[config.mk]
export PLATFORM = sky130hd
export DESIGN_NAME = rmcg_top
export DESIGN_NICKNAME = d
export VERILOG_FILES = /design/src/verilog/rmcg_pkg.sv /design/src/verilog/rmcg_unit_if.sv /design/src/verilog/rmcg_clk_gate.sv /design/src/verilog/rmcg_fault_watch.sv /design/src/verilog/rmcg_top.sv
export VERILOG_INCLUDE_DIRS = /design/src /design/src/verilog
export SDC_FILE = /design/constraint.sdc
export NUM_CORES = 1
export LEC_CHECK = 0
export BUFFER_PORTS_ARGS = -buffer_cell sky130_fd_sc_hd__buf_4
export CAP_MARGIN = 40
export CORE_ASPECT_RATIO = 0.6
export CORE_MARGIN = 2
export CORE_UTILIZATION = 39
export CTS_CLUSTER_DIAMETER = 60
export DETAILED_ROUTE_END_ITERATION = 10
export GPL_TIMING_DRIVEN = 0
export PLACE_DENSITY = 0.75
export SYNTH_ARGS = -nofsm -noshare
export SYNTH_HDL_FRONTEND = slang
export SYNTH_SLANG_ARGS = --single-unit
[constraint.sdc]
create_clock -name pclk -period 1.77 [get_ports pclk]
set_input_delay 0.4425 -clock pclk [delete_from_list [all_inputs] [get_ports pclk]]
set_output_delay 0.4425 -clock pclk [all_outputs]
set_load 0.01 [all_outputs]
[src/verilog/rmcg_params.svh]
`ifndef RMCG_PARAMS_SVH
`define RMCG_PARAMS_SVH

// system control base; the slave sees only the low offset bits
`define RMCG_SYSCTL_BASE 32'h400F_E000
// register byte offsets
`define RMCG_OFS_RUN_GATE 12'h104
`define RMCG_OFS_FAULT_STAT 12'h180
`define RMCG_OFS_FAULT_MASK 12'h184

// bit positions of the implemented gates in the run gate register
`define RMCG_POS_ASYNC0 0
`define RMCG_POS_ASYNC1 1
`define RMCG_POS_SYNC0 4
`define RMCG_POS_TWOW0 12
`define RMCG_POS_TWOW1 14
`define RMCG_POS_GPC0 16
`define RMCG_POS_GPC1 17
`define RMCG_POS_GPC2 18

// writable bits of the run gate register; all others read zero
`define RMCG_RUN_GATE_MASK 32'h0007_5013
// reset values
`define RMCG_RUN_GATE_RST 32'h0000_0000
`define RMCG_FAULT_STAT_RST 8'h00
`define RMCG_FAULT_MASK_RST 8'h00

// number of gated units
`define RMCG_UNIT_CNT 8

`endif

[src/verilog/rmcg_pkg.sv]
package rmcg_pkg;

	// apb slave answer sequencing
	typedef enum logic [0:0] {
		RMCG_APB_IDLE = 1'b0,
		RMCG_APB_RESP = 1'b1
	} rmcg_apb_e;

	// unit index on the unit access port
	typedef logic [2:0] rmcg_unit_idx_t;

	// one bit per gated unit, index order of the unit access port
	typedef logic [7:0] rmcg_unit_vec_t;

endpackage

[src/verilog/rmcg_unit_if.sv]
`timescale 1ns/1ps
`default_nettype none

// carries unit enables and unit access traffic to the fault watcher
interface rmcg_unit_if;
	rmcg_pkg::rmcg_unit_vec_t unit_en; // live clock enables
	logic req; // access aimed at a unit this cycle
	rmcg_pkg::rmcg_unit_idx_t idx; // which unit
	logic grant; // access completed normally
	logic fault; // access refused with bus fault

	modport top (output unit_en, output req, output idx,
		input grant, input fault);
	modport watch (input unit_en, input req, input idx,
		output grant, output fault);
endinterface

`default_nettype wire

[src/verilog/rmcg_clk_gate.sv]
`timescale 1ns/1ps
`default_nettype none

// glitch-free gate: the enable is retimed on the falling edge so that
// it only changes while the clock is low, so no pulse is ever cut
module rmcg_clk_gate (
	input wire logic clk,
	input wire logic rst_n,
	input wire logic en,
	output logic gclk
);
	logic en_lo_r; // enable held across the high phase

	// capture while clk is low-going; stays still during the high phase
	always_ff @(negedge clk or negedge rst_n)
	begin
		if (!rst_n)
			en_lo_r <= 1'b0;
		else
			en_lo_r <= en;
	end

	assign gclk = clk & en_lo_r;
endmodule

`default_nettype wire

[src/verilog/rmcg_fault_watch.sv]
`timescale 1ns/1ps
`default_nettype none

// answers unit accesses: grant when the unit is clocked, fault if not
module rmcg_fault_watch (
	input wire logic clk,
	input wire logic rst_n,
	rmcg_unit_if.watch uif
);
	logic unit_live; // selected unit currently has its clock
	logic grant_r;
	logic fault_r;

	assign unit_live = uif.unit_en[uif.idx];

	// one-cycle answer to every request
	always_ff @(posedge clk or negedge rst_n)
	begin
		if (!rst_n)
		begin
			grant_r <= 1'b0;
			fault_r <= 1'b0;
		end
		else
		begin
			grant_r <= uif.req & unit_live;
			fault_r <= uif.req & ~unit_live;
		end
	end

	assign uif.grant = grant_r;
	assign uif.fault = fault_r;
endmodule

`default_nettype wire

[src/verilog/rmcg_top.sv]
// Implementation choice: the APB slave port.
`timescale 1ns/1ps
`default_nettype none
`include "rmcg_params.svh"

module rmcg_top #(
	parameter int UNIT_CNT = `RMCG_UNIT_CNT
) (
	input wire logic pclk,
	input wire logic presetn,
	// apb slave
	input wire logic [11:0] paddr,
	input wire logic psel,
	input wire logic penable,
	input wire logic pwrite,
	input wire logic [31:0] pwdata,
	output logic [31:0] prdata,
	output logic pready,
	output logic pslverr,
	// low-power mode context
	input wire logic auto_clock_gating_select,
	input wire logic sleep_mode,
	input wire logic deep_sleep_mode,
	input wire logic [31:0] sleep_mode_unit_clock_gate_1,
	input wire logic [31:0] deep_sleep_unit_clock_gate_1,
	// access to gated units from the processor bus
	input wire logic unit_req,
	input wire logic [2:0] unit_req_idx,
	output logic unit_grant,
	output logic unit_fault,
	// per-unit clock enables and gated clocks
	output logic [UNIT_CNT-1:0] unit_clk_en,
	output logic [UNIT_CNT-1:0] unit_gclk,
	// level interrupt for unit bus faults
	output logic irq
);

	// the unit index port and status bits are fixed at eight units
	if (UNIT_CNT != 8)
	begin : g_cnt_check
		$error("rmcg_top: UNIT_CNT must be 8");
	end

	// gate bit position per unit index
	localparam int UNIT_POS [8] = '{`RMCG_POS_ASYNC0, `RMCG_POS_ASYNC1,
		`RMCG_POS_SYNC0, `RMCG_POS_TWOW0, `RMCG_POS_TWOW1,
		`RMCG_POS_GPC0, `RMCG_POS_GPC1, `RMCG_POS_GPC2};

	// ---------------------------------------------------------------
	// registers
	// ---------------------------------------------------------------
	logic [31:0] run_gate_r; // run-mode gate register
	logic [31:0] run_gate_nxt;
	rmcg_pkg::rmcg_unit_vec_t fault_stat_r; // sticky fault per unit
	rmcg_pkg::rmcg_unit_vec_t fault_stat_nxt;
	rmcg_pkg::rmcg_unit_vec_t fault_mask_r; // interrupt mask
	rmcg_pkg::rmcg_unit_vec_t fault_mask_nxt;
	rmcg_pkg::rmcg_apb_e apb_st_r; // slave answer state
	rmcg_pkg::rmcg_apb_e apb_st_nxt;
	logic [31:0] prdata_r;
	logic [31:0] prdata_nxt;
	logic pslverr_r;
	logic pslverr_nxt;
	logic pready_r;
	logic irq_r;
	logic irq_nxt;
	logic [UNIT_CNT-1:0] unit_clk_en_r; // live enables, registered
	logic [UNIT_CNT-1:0] unit_clk_en_nxt;
	logic rst_seen_r; // low in the first cycle after release

	// ---------------------------------------------------------------
	// apb decode
	// ---------------------------------------------------------------
	wire apb_setup; // setup phase seen this cycle
	wire apb_done; // access phase completes at this edge
	wire sel_gate; // run gate register addressed
	wire sel_stat; // fault status addressed
	wire sel_mask; // fault mask addressed
	wire sel_none; // unmapped offset
	wire wr_done; // write takes effect this edge
	wire rd_stat_done; // status read completes this edge
	wire [31:0] rd_mux; // read value chosen at setup

	assign apb_setup = psel & ~penable;
	assign apb_done = psel & penable & pready_r;
	assign sel_gate = (paddr == `RMCG_OFS_RUN_GATE);
	assign sel_stat = (paddr == `RMCG_OFS_FAULT_STAT);
	assign sel_mask = (paddr == `RMCG_OFS_FAULT_MASK);
	assign sel_none = ~(sel_gate | sel_stat | sel_mask);
	assign wr_done = apb_done & pwrite & ~pslverr_r;
	assign rd_stat_done = apb_done & ~pwrite & ~pslverr_r & sel_stat;

	// unused gate bits are masked off, so they always read zero
	assign rd_mux = sel_gate ? (run_gate_r & `RMCG_RUN_GATE_MASK) :
		sel_stat ? {24'h00_0000, fault_stat_r} :
		sel_mask ? {24'h00_0000, fault_mask_r} :
		32'h0000_0000;

	// answer state: setup edge loads the answer, access edge retires it
	always_comb
	begin
		apb_st_nxt = apb_st_r;
		prdata_nxt = prdata_r;
		pslverr_nxt = pslverr_r;
		case (apb_st_r)
			rmcg_pkg::RMCG_APB_IDLE:
			begin
				if (apb_setup)
				begin
					// read data captured here, so it cannot tear
					apb_st_nxt = rmcg_pkg::RMCG_APB_RESP;
					prdata_nxt = pwrite ? 32'h0000_0000 : rd_mux;
					pslverr_nxt = sel_none; // unmapped gets an error
				end
			end
			rmcg_pkg::RMCG_APB_RESP:
			begin
				if (apb_done)
				begin
					apb_st_nxt = rmcg_pkg::RMCG_APB_IDLE;
					pslverr_nxt = 1'b0;
				end
			end
			default:
				apb_st_nxt = rmcg_pkg::RMCG_APB_IDLE;
		endcase
	end

	// apb state and answer flops
	always_ff @(posedge pclk or negedge presetn)
	begin
		if (!presetn)
		begin
			apb_st_r <= rmcg_pkg::RMCG_APB_IDLE;
			prdata_r <= 32'h0000_0000;
			pslverr_r <= 1'b0;
			pready_r <= 1'b0;
		end
		else
		begin
			apb_st_r <= apb_st_nxt;
			prdata_r <= prdata_nxt;
			pslverr_r <= pslverr_nxt;
			// ready stands for exactly the one access cycle
			pready_r <= (apb_st_nxt == rmcg_pkg::RMCG_APB_RESP);
		end
	end

	// ---------------------------------------------------------------
	// gate and mask registers
	// ---------------------------------------------------------------
	// only implemented gate bits accept data; the rest stay zero
	assign run_gate_nxt = (wr_done & sel_gate) ?
		(pwdata & `RMCG_RUN_GATE_MASK) : run_gate_r;
	assign fault_mask_nxt = (wr_done & sel_mask) ?
		pwdata[7:0] : fault_mask_r;

	// reset leaves every unit unclocked until software enables it
	always_ff @(posedge pclk or negedge presetn)
	begin
		if (!presetn)
		begin
			run_gate_r <= `RMCG_RUN_GATE_RST;
			fault_mask_r <= `RMCG_FAULT_MASK_RST;
			rst_seen_r <= 1'b0;
		end
		else
		begin
			run_gate_r <= run_gate_nxt;
			fault_mask_r <= fault_mask_nxt;
			rst_seen_r <= 1'b1;
		end
	end

	// ---------------------------------------------------------------
	// mode selection of the governing gate word
	// ---------------------------------------------------------------
	wire use_sleep; // sleep register governs
	wire use_deep; // deep-sleep register governs
	wire [31:0] gov_gate; // gate word in force

	// run register rules unless auto gating is on and a low-power
	// mode is active; deep sleep outranks sleep
	assign use_deep = auto_clock_gating_select & deep_sleep_mode;
	assign use_sleep = auto_clock_gating_select & sleep_mode & ~use_deep;
	assign gov_gate = use_deep ? deep_sleep_unit_clock_gate_1 :
		use_sleep ? sleep_mode_unit_clock_gate_1 :
		run_gate_r;

	// pick each unit's bit out of the governing word
	for (genvar gi = 0; gi < 8; gi++)
	begin : g_unit
		assign unit_clk_en_nxt[gi] = gov_gate[UNIT_POS[gi]];

		// one glitch-free gate per unit, fed from the registered enable
		rmcg_clk_gate u_gate (
			.clk(pclk),
			.rst_n(presetn),
			.en(unit_clk_en_r[gi]),
			.gclk(unit_gclk[gi])
		);
	end

	// registered enables, also what the fault watcher judges by
	always_ff @(posedge pclk or negedge presetn)
	begin
		if (!presetn)
			unit_clk_en_r <= '0;
		else
			unit_clk_en_r <= unit_clk_en_nxt;
	end

	// ---------------------------------------------------------------
	// unit access fault watch
	// ---------------------------------------------------------------
	rmcg_unit_if uif ();

	assign uif.unit_en = unit_clk_en_r;
	assign uif.req = unit_req;
	assign uif.idx = unit_req_idx;

	rmcg_fault_watch u_watch (
		.clk(pclk),
		.rst_n(presetn),
		.uif(uif)
	);

	// ---------------------------------------------------------------
	// sticky fault status and interrupt
	// ---------------------------------------------------------------
	rmcg_pkg::rmcg_unit_vec_t fault_evt; // fault raised this cycle
	rmcg_pkg::rmcg_unit_vec_t rd_clr; // bits the finishing read saw

	// watcher's fault is one cycle after the request; the index must
	// be held by the requester through the answer cycle
	assign fault_evt = uif.fault ? (8'h01 << unit_req_idx) : 8'h00;
	// only bits software actually saw are cleared; a fresh event wins
	assign rd_clr = rd_stat_done ? prdata_r[7:0] : 8'h00;
	assign fault_stat_nxt = (fault_stat_r & ~rd_clr) | fault_evt;
	assign irq_nxt = |(fault_stat_nxt & fault_mask_nxt);

	// status and irq flops; irq mirrors the next status to stay in step
	always_ff @(posedge pclk or negedge presetn)
	begin
		if (!presetn)
		begin
			fault_stat_r <= `RMCG_FAULT_STAT_RST;
			irq_r <= 1'b0;
		end
		else
		begin
			fault_stat_r <= fault_stat_nxt;
			irq_r <= irq_nxt;
		end
	end

	// ---------------------------------------------------------------
	// outputs
	// ---------------------------------------------------------------
	assign prdata = prdata_r;
	assign pready = pready_r;
	assign pslverr = pslverr_r;
	assign unit_grant = uif.grant;
	assign unit_fault = uif.fault;
	assign unit_clk_en = unit_clk_en_r;
	assign irq = irq_r;

	// ---------------------------------------------------------------
	// checks
	// ---------------------------------------------------------------
	AST_RESERVED_ZERO: assert property (
		@(posedge pclk) disable iff (!presetn)
		(run_gate_r & ~`RMCG_RUN_GATE_MASK) == 32'h0000_0000)
		else $error("reserved gate bits not zero");

	AST_READ_RESERVED: assert property (
		@(posedge pclk) disable iff (!presetn)
		(apb_setup && !pwrite && sel_gate && apb_st_r ==
		rmcg_pkg::RMCG_APB_IDLE) |=>
		pready_r && (prdata_r & ~`RMCG_RUN_GATE_MASK) == 32'h0000_0000)
		else $error("gate read shows reserved bits");

	AST_WRITE_TAKES: assert property (
		@(posedge pclk) disable iff (!presetn)
		(wr_done && sel_gate) |=>
		run_gate_r == ($past(pwdata) & `RMCG_RUN_GATE_MASK))
		else $error("gate write not stored");

	AST_DECODE: assert property (
		@(posedge pclk) disable iff (!presetn)
		(apb_setup && apb_st_r == rmcg_pkg::RMCG_APB_IDLE &&
		paddr != `RMCG_OFS_RUN_GATE && paddr != `RMCG_OFS_FAULT_STAT &&
		paddr != `RMCG_OFS_FAULT_MASK) |=> pready_r && pslverr_r)
		else $error("unmapped offset not refused");

	AST_RESET_CLEAR: assert property (
		@(posedge pclk) disable iff (!presetn)
		!rst_seen_r |-> run_gate_r == 32'h0000_0000 &&
		unit_clk_en_r == 8'h00)
		else $error("gates not clear after reset");

	AST_RUN_GOVERNS: assert property (
		@(posedge pclk) disable iff (!presetn)
		(!auto_clock_gating_select && !(wr_done && sel_gate)) ##1
		!auto_clock_gating_select |=>
		unit_clk_en_r[5] == $past(run_gate_r[`RMCG_POS_GPC0], 2) &&
		unit_clk_en_r[3] == $past(run_gate_r[`RMCG_POS_TWOW0], 2))
		else $error("run gate not in force");

	AST_SLEEP_GOVERNS: assert property (
		@(posedge pclk) disable iff (!presetn)
		(auto_clock_gating_select && sleep_mode && !deep_sleep_mode) |=>
		unit_clk_en_r[2] == $past(sleep_mode_unit_clock_gate_1[4]))
		else $error("sleep gate not in force");

	AST_FAULT_OFF: assert property (
		@(posedge pclk) disable iff (!presetn)
		(unit_req && !unit_clk_en_r[unit_req_idx]) |=>
		unit_fault && !unit_grant)
		else $error("access to stopped unit not faulted");

	AST_GRANT_ON: assert property (
		@(posedge pclk) disable iff (!presetn)
		(unit_req && unit_clk_en_r[unit_req_idx]) |=>
		unit_grant && !unit_fault)
		else $error("access to running unit refused");

endmodule

`default_nettype wire

# Word-level counts from Yosys, hierarchy flattened
# Cells that the tools add are included.
[totals]
regBits = 77
latch_bits = 0
ram_bits = 0
rom_bits = 0
out_inout_bits = 53
elab_cells = 81
memories = 0
[op_classes]
n_addsub = 0
n_mul = 0
n_div = 0
magnitude_cmp = 1
n_eq_ne = 5
shifts = 1
n_mux = 17
bitwise = 36
n_reduce_logical = 3
[ops]
columns = ["op", "n"]
rows = [
  ["$mux W19", 4],
  ["$mux W8", 5],
  ["$eq A12 B9 Y1 const B", 3],
  ["$and A1 B1 Y1", 23],
  ["$and A8 B8 Y8", 2],
  ["$not A8 Y8", 1],
  ["$or A8 B8 Y8", 1],
  ["$reduce_or A8 Y1", 1],
  ["$shl A1 B3 Y8 const A", 1],
  ["$not A1 Y1", 7],
  ["$mux W1", 5],
  ["$lt A3 B4 Y1 const B", 1],
  ["$pmux W1 S2", 2],
  ["$reduce_and A2 Y1", 2],
  ["$bmux W1 S3", 1],
  ["$ne A2 B1 Y1 const B", 1],
  ["$ne A2 B2 Y1 const B", 1],
  ["$or A1 B1 Y1", 2],
]

# Longest topological paths before layout
# Gate-level depths: netlist of the first run.
[logic_depth]
word_depth = 11
ltp_mapped = 7
ltp_nobuf = 6

# Cells and area by module
# A second synthesis of the first run with hierarchy kept.
[hier_totals]
cells_unflattened = 245
area_unflattened_um2 = 2825.2
[by_module_without_submodules]
columns = ["mod", "n_inst", "cells_each", "area_each_um2", "seq_area_each_um2"]
rows = [
  ["rmcg_top", 1, 216, 2422.3, 1201.2],
  ["rmcg_clk_gate", 8, 2, 31.3, 25.0],
  ["rmcg_fault_watch", 1, 13, 152.6, 50.0],
]

==> results.yml, run 1 <==
sta:
  rsz0062_at_grt: "yes"
  fin_skew_ns: 0.0366
  hold_viol: 0
  drv_slew: 0
  relSlewSlack: 0.509
  setup_slack_ns: -0.640
  setup_viol: 17
  hold_ws_ns: 0.0537
  worst_slew_pin_slew_ns: 0.736
critical_path:
  crit_arrival_ns: 1.97
  cp-start-kind: "register"
  cp.required_ns: 1.33
  crit_start: "g_unit[3].u_gate.en_lo_r"
  critPathKind: "reg2out"
  rr_startpoint: "pslverr"
  path_max_fanout: 1
  end_kind: "output port"
power:
  p_int_mw: 3.07
  seqPwrFrac: 0.348
  vdd_drop_max_uv: 590
  p_switching_mw: 0.979
  sw_frac_of_total: 0.241
  pwr-share-clk: 0.553
  pwr-share-comb: 0.100
  leakagePower_nw: 2.10
  powerDensity_mw_per_mm2: 969
logic_synthesis:
  synth_commonest_cells: "50 x dfrtp_1, 35 x buf_4, 20 x a22o_1"
  synth_edf_count: 0
  synth-simple-area-share: 0.152
  yosysMostFrequentCell: "dfrtp_1"
  synthCells: 259
  synthAdderAreaFrac: 0
  synth_mux_area_frac: 0.0909
  ys_top_cells_by_area: "dfrtp_1 43%, buf_4 9.1%, dfrtn_1 6.9%"
  synthArstFlopShare: 1.00
  synth_compound_area_frac: 0.141
  syn_area_sq_mm: 0.00289
  synthXorXnorAreaFrac: 0
  ys.flop_type: "dfrtp_1"
  ys_warn_count: 0
  synth_top_area_frac: 0.433
  ys_ff_latch: 58
  ys_types: 40
  yosys.area.top_type: "dfrtp_1"
  syn_area_per_cell_sq_um: 11.2
  synth_top_family_by_area: "simple AND/OR/NAND/NOR gates"
  seq_area_frac_synth: 0.502
final_layout:
  final_nets: 493
  num_antenna_cells: 0
  post-route-util: 0.581
  fin_cells: 470
  syn_to_final_growth_pct: 44.8
  drive_gt1_frac: 0.464
  final_cell_area_sq_mm: 0.00418
clock_tree:
  cts_tree: "done"
  holdBufCountCts: 0
  insertion_delay_ns: 0.47
  clkTransAtPathRegs_ns: 0.05
routing:
  dr.pass1.iters: 4
  vias_per_cell: 4.98
  vias: 2342
  drt-wirelength-per-cell_um: 16.0
  drtIter0Drc: 195
  drc_errors: 0
  wl_mm: 7.51
  ant_nets: 0
status:
  failed_checks: "setup timing"
  status: "finished, violations left"
flow_run:
  drv_cap: 0
hold_path:
  hold_class: "in2async"
die:
  fp.dieArea_sq_mm: 0.00814
  ios: 173
  die_h_um: 70.7
  die_w_um: 115
  start_util: 0.401
  fp-row-count: 24
  core_area_sq_mm: 0.00721
placed_design:
  io_buffers: 82
  place_hpwl_mm: 5.44
  dpl_cell_area_sq_mm: 0.00369
  dp_cells: 450
  gp_congestion: 0.799
global_routing:
  grt.total_usage: 0.198
  antenna_found_initial: 0
  grt_pass1_wl_mm: 11.9
  grt_max_degree: 59
  grt_pass1_vias: 2391
  grt_overflow: 0
## power by group through the flow
stage	Combinational (mW)	Sequential [mW]	Clock (mW)
final	0.404	1.41	2.24
after global routing	0.445	1.41	2.39
after CTS	0.402	1.41	2.29
after detailed placement	0.380	1.43	0.151
after global placement	0.370	1.43	0.151
after floorplan	0.196	1.43	0.101
## state kept, by name, indices dropped and copies added, names as in the netlist
signal	flops
u_watch.uif.fault	1
prdata	13
pready	1
pslverr	1
fault_stat_r	8
unit_clk_en	8
fault_mask_r	8
irq	1
u_watch.uif.grant	1
run_gate_r	8
g_unit.u_gate.en_lo_r	8
## worst max-delay path, stage by stage (launching register included)
cell     delay (ns)
dfrtn_1        0.38
and2_4         0.14
buf_6          0.09
## timing repair
item / 4_1_cts / 5_1_grt
hold endpoints to repair: 0 / 0
resized for setup: 28 / 3
endpoints found under the setup margin: 19 / 26
setup buffers: 5 / 2
pin swaps: 13 / 3
## path summary, 6_finish.rpt
path	to	slack [ns]	cells past startpoint
max in group asynchronous	g_unit[6].u_gate.en_lo_r	0.46	1
worst min-delay path	u_watch.uif.grant	0.05	1
worst min register to register	prdata[16]	0.51	1
worst max register to register	irq	-0.08	7
min in group pclk	pready	0.20	2
worst max-delay path	unit_gclk[3]	-0.64	2
## through the flow
stage	TNS [ns]	power [mW]	setup WS (ns)
after global routing	-5.51	4.24	-0.691
after CTS	-5.23	4.10	-0.659
after global placement	-8.16	1.95	-0.567
after detailed placement	-9.29	1.97	-0.591
after floorplan	-1.16	1.72	-0.141
final	-5.09	4.05	-0.640
## per-layer routing
layer  vias to the layer above  wire length, um  share of wire  GRT usage
li1                       1108                -              -          -
met5                         -                0              0          0
met1                      1118             3310           0.44      0.258
met3                         8              667          0.089     0.0943
met2                       108             3470           0.46      0.282
met4                         0               67         0.0089     0.0857
## cell usage in the layout, fill, tap and decap left out, drive strengths merged, types with 9 or more instances in the layout
cell    count
a22o       20
and2        9
buf       118
clkbuf     24
conb       19
dfrtp      50
mux2       14
nand2      16
nor2       10
nor2b       9
o21ai      17
## layout make-up
| class | instances | area (sq um) |
|---|---|---|
| clock inverter | 5 | 31.3 |
| fill | 593 | 3020 |
| clock buffer | 24 | 437 |
| sequential | 58 | 1450 |
| multi-input combinational | 170 | 1250 |
| buffer | 37 | 251 |
| tap | 91 | 114 |
| timing repair buffer | 81 | 632 |
| inverter | 4 | 15.0 |
## logic make-up after synthesis
group / after synthesis
multiplexers: 22
buffers and inverters: 49
flip-flops: 58
other: 1
AO/OA/AOI/OAI: 59
AND/OR/NAND/NOR: 70
(Power assumes the default switching activity.)
==> run 2: changes to the inputs <==
clock period = 2.14 ns   (was 1.77 ns; I/O delays follow)
==> results.yml, run 2 (synthesized netlist as in run 1, its figures left out) <==
status:
  failed_checks: "setup timing"
  status: "finished, violations left"
placed_design:
  dpl_cell_area_sq_mm: 0.00369
  place_hpwl_mm: 5.47
  gp_congestion: 0.818
  dp_cells: 450
  io_buffers: 82
global_routing:
  grt_overflow: 0
  grt_max_degree: 59
  antenna_found_initial: 0
  grt_pass1_vias: 2436
  grt.total_usage: 0.196
  grt_pass1_wl_mm: 11.8
routing:
  ant_nets: 0
  drc_errors: 0
  drt-wirelength-per-cell_um: 15.7
  vias_per_cell: 5.02
  dr.pass1.iters: 4
  wl_mm: 7.25
  vias: 2319
  drtIter0Drc: 140
clock_tree:
  cts_tree: "done"
  clkTransAtPathRegs_ns: 0.05
  holdBufCountCts: 0
  cts_setup_buffers: 0
  insertion_delay_ns: 0.47
critical_path:
  critPathKind: "reg2out"
  cp-start-kind: "register"
  path_max_fanout: 1
  cp.required_ns: 1.60
  crit_arrival_ns: 2.16
  end_kind: "output port"
die:
  ios: 173
  die_w_um: 115
  core_area_sq_mm: 0.00721
  fp-row-count: 24
  die_h_um: 70.7
  fp.dieArea_sq_mm: 0.00814
  start_util: 0.401
sta:
  setup_slack_ns: -0.554
  hold_viol: 0
  setup_viol: 16
  worst_slew_pin_slew_ns: 0.728
  drv_slew: 0
  relSlewSlack: 0.515
  fin_skew_ns: 0.0325
  rsz0062_at_grt: "yes"
final_layout:
  drive_gt1_frac: 0.445
  fin_cells: 462
  num_antenna_cells: 0
  final_common_cell: "buf_4"
  final_cell_area_sq_mm: 0.00409
  n_fill_cell: 633
  final_nets: 486
  largest_register_ffs: 13
  final_cell_mix: "101 x buf_4, 50 x dfrtp_1, 20 x a22o_1"
  syn_to_final_growth_pct: 41.4
power:
  leakagePower_nw: 2.06
  vdd_drop_max_uv: 379
  powerDensity_mw_per_mm2: 840
flow_run:
  drv_cap: 0
hold_path:
  hold_class: "in2async"
## run 2: per-stage QoR
| step | total power, mW | util | worst slack [ns] | hold WS (ns) | setup TNS (ns) |
|---|---|---|---|---|---|
| floorplan | 1.43 | - | -0.0359 | 0.239 | -0.282 |
| global placement | 1.61 | 0.512 | -0.329 | 0.489 | -1.66 |
| CTS | 3.47 | 0.565 | -0.566 | 0.189 | -4.33 |
| global route | 3.58 | 0.567 | -0.584 | 0.228 | -4.50 |
| detailed placement | 1.63 | 0.512 | -0.363 | 0.506 | -2.34 |
| finish | 3.43 | 0.567 | -0.554 | 0.163 | -4.24 |
## run 2: layout make-up
type | instances | area (sq um) | area share
flip-flops and latches | 58 | 1450 | 0.355
multi-input cells | 170 | 1210 | 0.296
repair buffers | 74 | 556 | 0.136
clock buffers | 23 | 433 | 0.106
plain buffers | 37 | 251 | 0.0615
well taps | 91 | 114 | 0.0279
clock inverters | 5 | 55.1 | 0.0135
inverters | 4 | 15.0 | 0.00367
## run 2: final timing paths
kind                                               start                        to  slack [ns]  cells after the start
worst max-delay path            g_unit[7].u_gate.en_lo_r              unit_gclk[7]       -0.55                      2
worst min-delay path                             presetn           fault_stat_r[0]        0.16                      1
worst max register to register                   pslverr                       irq        0.10                      6
worst min register to register                prdata[16]                prdata[16]        0.52                      1
max in group asynchronous                        presetn  g_unit[1].u_gate.en_lo_r        0.56                      1
min in group pclk                                penable                    pready        0.30                      2
## run 2: report_power, final
part           switching [mW]  internal (mW)  leakage, nW  total (mW)
Sequential             0.0301           1.14        0.754        1.17
Clock                   0.603           1.34        0.277        1.94
Combinational           0.153          0.164         1.03       0.317
## run 2: what timing repair did
action                     in CTS  in global routing
gates resized for setup        16                  3
cloned                          0                  0
setup endpoints to repair      16                 17
pin swaps                       8                  2
## run 2: metal layers
layer  vias to the layer above  part of all wire  track usage
met4                         0            0.0099       0.0790
met3                         6             0.084        0.100
met5                         -                 0            0
met2                        98              0.46        0.274
met1                      1121              0.45        0.258
li1                       1094                 -            -
## run 2: worst max-delay path, stage by stage, from the launching register on
cell     delay [ns]
dfrtn_1        0.40
and2_4         0.14
buf_6          0.09
==> run 3: changes to the inputs <==
BUFFER_PORTS_ARGS = default   (was -buffer_cell sky130_fd_sc_hd__buf_4)
CORE_UTILIZATION = 52   (was 39)
DONT_BUFFER_PORTS = 1   (was default)
PLACE_DENSITY = 0.69   (was 0.75)
==> results.yml, run 3 (synthesized netlist as in run 1, its figures left out) <==
die:
  die_w_um: 100
  fp.dieArea_sq_mm: 0.00619
  start_util: 0.555
  fp-row-count: 20
  core_area_sq_mm: 0.00520
  die_h_um: 61.8
  ios: 173
critical_path:
  rr_startpoint: "pslverr"
  crit_start: "g_unit[0].u_gate.en_lo_r"
  cp-start-kind: "register"
  rrSetupSlack_ns: 0.07
  end_kind: "output port"
  endpoint: "unit_gclk[0]"
  crit_arrival_ns: 2.11
  critPathKind: "reg2out"
  cp.required_ns: 1.60
  path_max_fanout: 1
  r2r_cells: 6
  r2r_end: "irq"
clock_tree:
  clkTransAtPathRegs_ns: 0.06
  cts_tree: "done"
  insertion_delay_ns: 0.44
power:
  leakagePower_nw: 1.66
  fin_total_pwr_mw: 2.76
  vdd_drop_max_uv: 366
  powerDensity_mw_per_mm2: 810
routing:
  dr.pass1.iters: 4
  ant_nets: 0
  vias: 1980
  wl_mm: 6.18
  vias_per_cell: 5.38
  drt-wirelength-per-cell_um: 16.8
  drtIter0Drc: 157
  drc_errors: 0
sta:
  worst_slew_pin_slew_ns: 0.696
  hold_viol: 0
  setup_viol: 16
  fin_skew_ns: 0.0103
  relSlewSlack: 0.536
  drv_slew: 0
  hold_ws_ns: 0.177
  setup_slack_ns: -0.507
  rsz0062_at_grt: "yes"
global_routing:
  grt_overflow: 0
  grt.total_usage: 0.226
  grt_max_degree: 51
  grt_pass1_wl_mm: 9.79
  antenna_found_initial: 0
  grt_pass1_vias: 1939
final_layout:
  final_common_cell: "dfrtp_1"
  largest_register_ffs: 13
  syn_to_final_growth_pct: 17.8
  final_nets: 416
  final_cell_area_sq_mm: 0.00340
  final_cell_mix: "50 x dfrtp_1, 31 x buf_4, 20 x a22o_1"
  drive_gt1_frac: 0.308
  num_antenna_cells: 0
placed_design:
  gp_congestion: 0.835
  dp_worst_setup_slack_ns: -0.208
  place_hpwl_mm: 4.47
  dpl_cell_area_sq_mm: 0.00304
  io_buffers: 0
status:
  failed_checks: "setup timing"
  status: "finished, violations left"
flow_run:
  drv_cap: 0
hold_path:
  hold_class: "in2reg"
[run 3: stage by stage]
step | utilization | cells | setup TNS, ns
6_report | 0.654 | 368 | -4.00
5_1_grt | 0.654 | 368 | -4.34
2_1_floorplan | - | 277 | -0.282
3_3_place_gp | 0.584 | 343 | -0.503
4_1_cts | 0.651 | 367 | -4.16
3_5_place_dp | 0.584 | 343 | -0.539
[run 3: final cells by class]
| class | count | area (sq um) |
|---|---|---|
| plain buffers | 45 | 334 |
| clock buffers | 16 | 210 |
| clock inverters | 5 | 52.6 |
| fillers | 407 | 1800 |
| inverters | 4 | 15.0 |
| multi-input cells | 170 | 1210 |
| flip-flops and latches | 58 | 1450 |
| well taps | 66 | 82.6 |
| repair buffers | 4 | 52.6 |
[run 3: worst min path at each step]
stage | from | endpoint | slack (ns) | cells past startpoint
after floorplan | presetn | fault_mask_r[0] | 0.24 | 0
after global placement | presetn | run_gate_r[14] | 0.24 | 0
final | penable | pready | 0.18 | 1
after global routing | penable | pready | 0.15 | 1
after detailed placement | presetn | run_gate_r[14] | 0.24 | 0
after CTS | penable | pready | 0.16 | 1
[run 3: timing repair]
| item | in CTS | in global routing |
|---|---|---|
| setup buffers | 1 | 1 |
| gates cloned | 0 | 0 |
| endpoints found under the hold margin | 50 | 0 |
| endpoints found under the setup margin | 17 | 17 |
| hold buffers | 2 | 0 |
| pin swaps | 6 | 1 |
| gates resized for setup | 13 | 2 |
[run 3: worst max-delay path, cell delays in order, from the launching register on]
cell and delay (ns):
dfrtn_1 0.39, and2_4 0.13, buf_6 0.09
[run 3: report_power, final]
part           internal (mW)  switching (mW)  total [mW]  leakage [nW]
combinational         0.0971           0.116       0.213         0.689
clock                  0.847           0.526        1.37         0.217
sequential              1.14          0.0330        1.17         0.754
total                   2.08           0.674        2.76          1.66
[run 3: metal layers]
metal / wire length, um / up-vias / global-route usage / share of wire
met2: 2510 / 89 / 0.288 / 0.41
met5: 0 / - / 0 / 0
met4: 58 / 0 / 0.108 / 0.0094
met1: 3010 / 938 / 0.312 / 0.49
li1: - / 948 / - / -
met3: 602 / 5 / 0.126 / 0.097
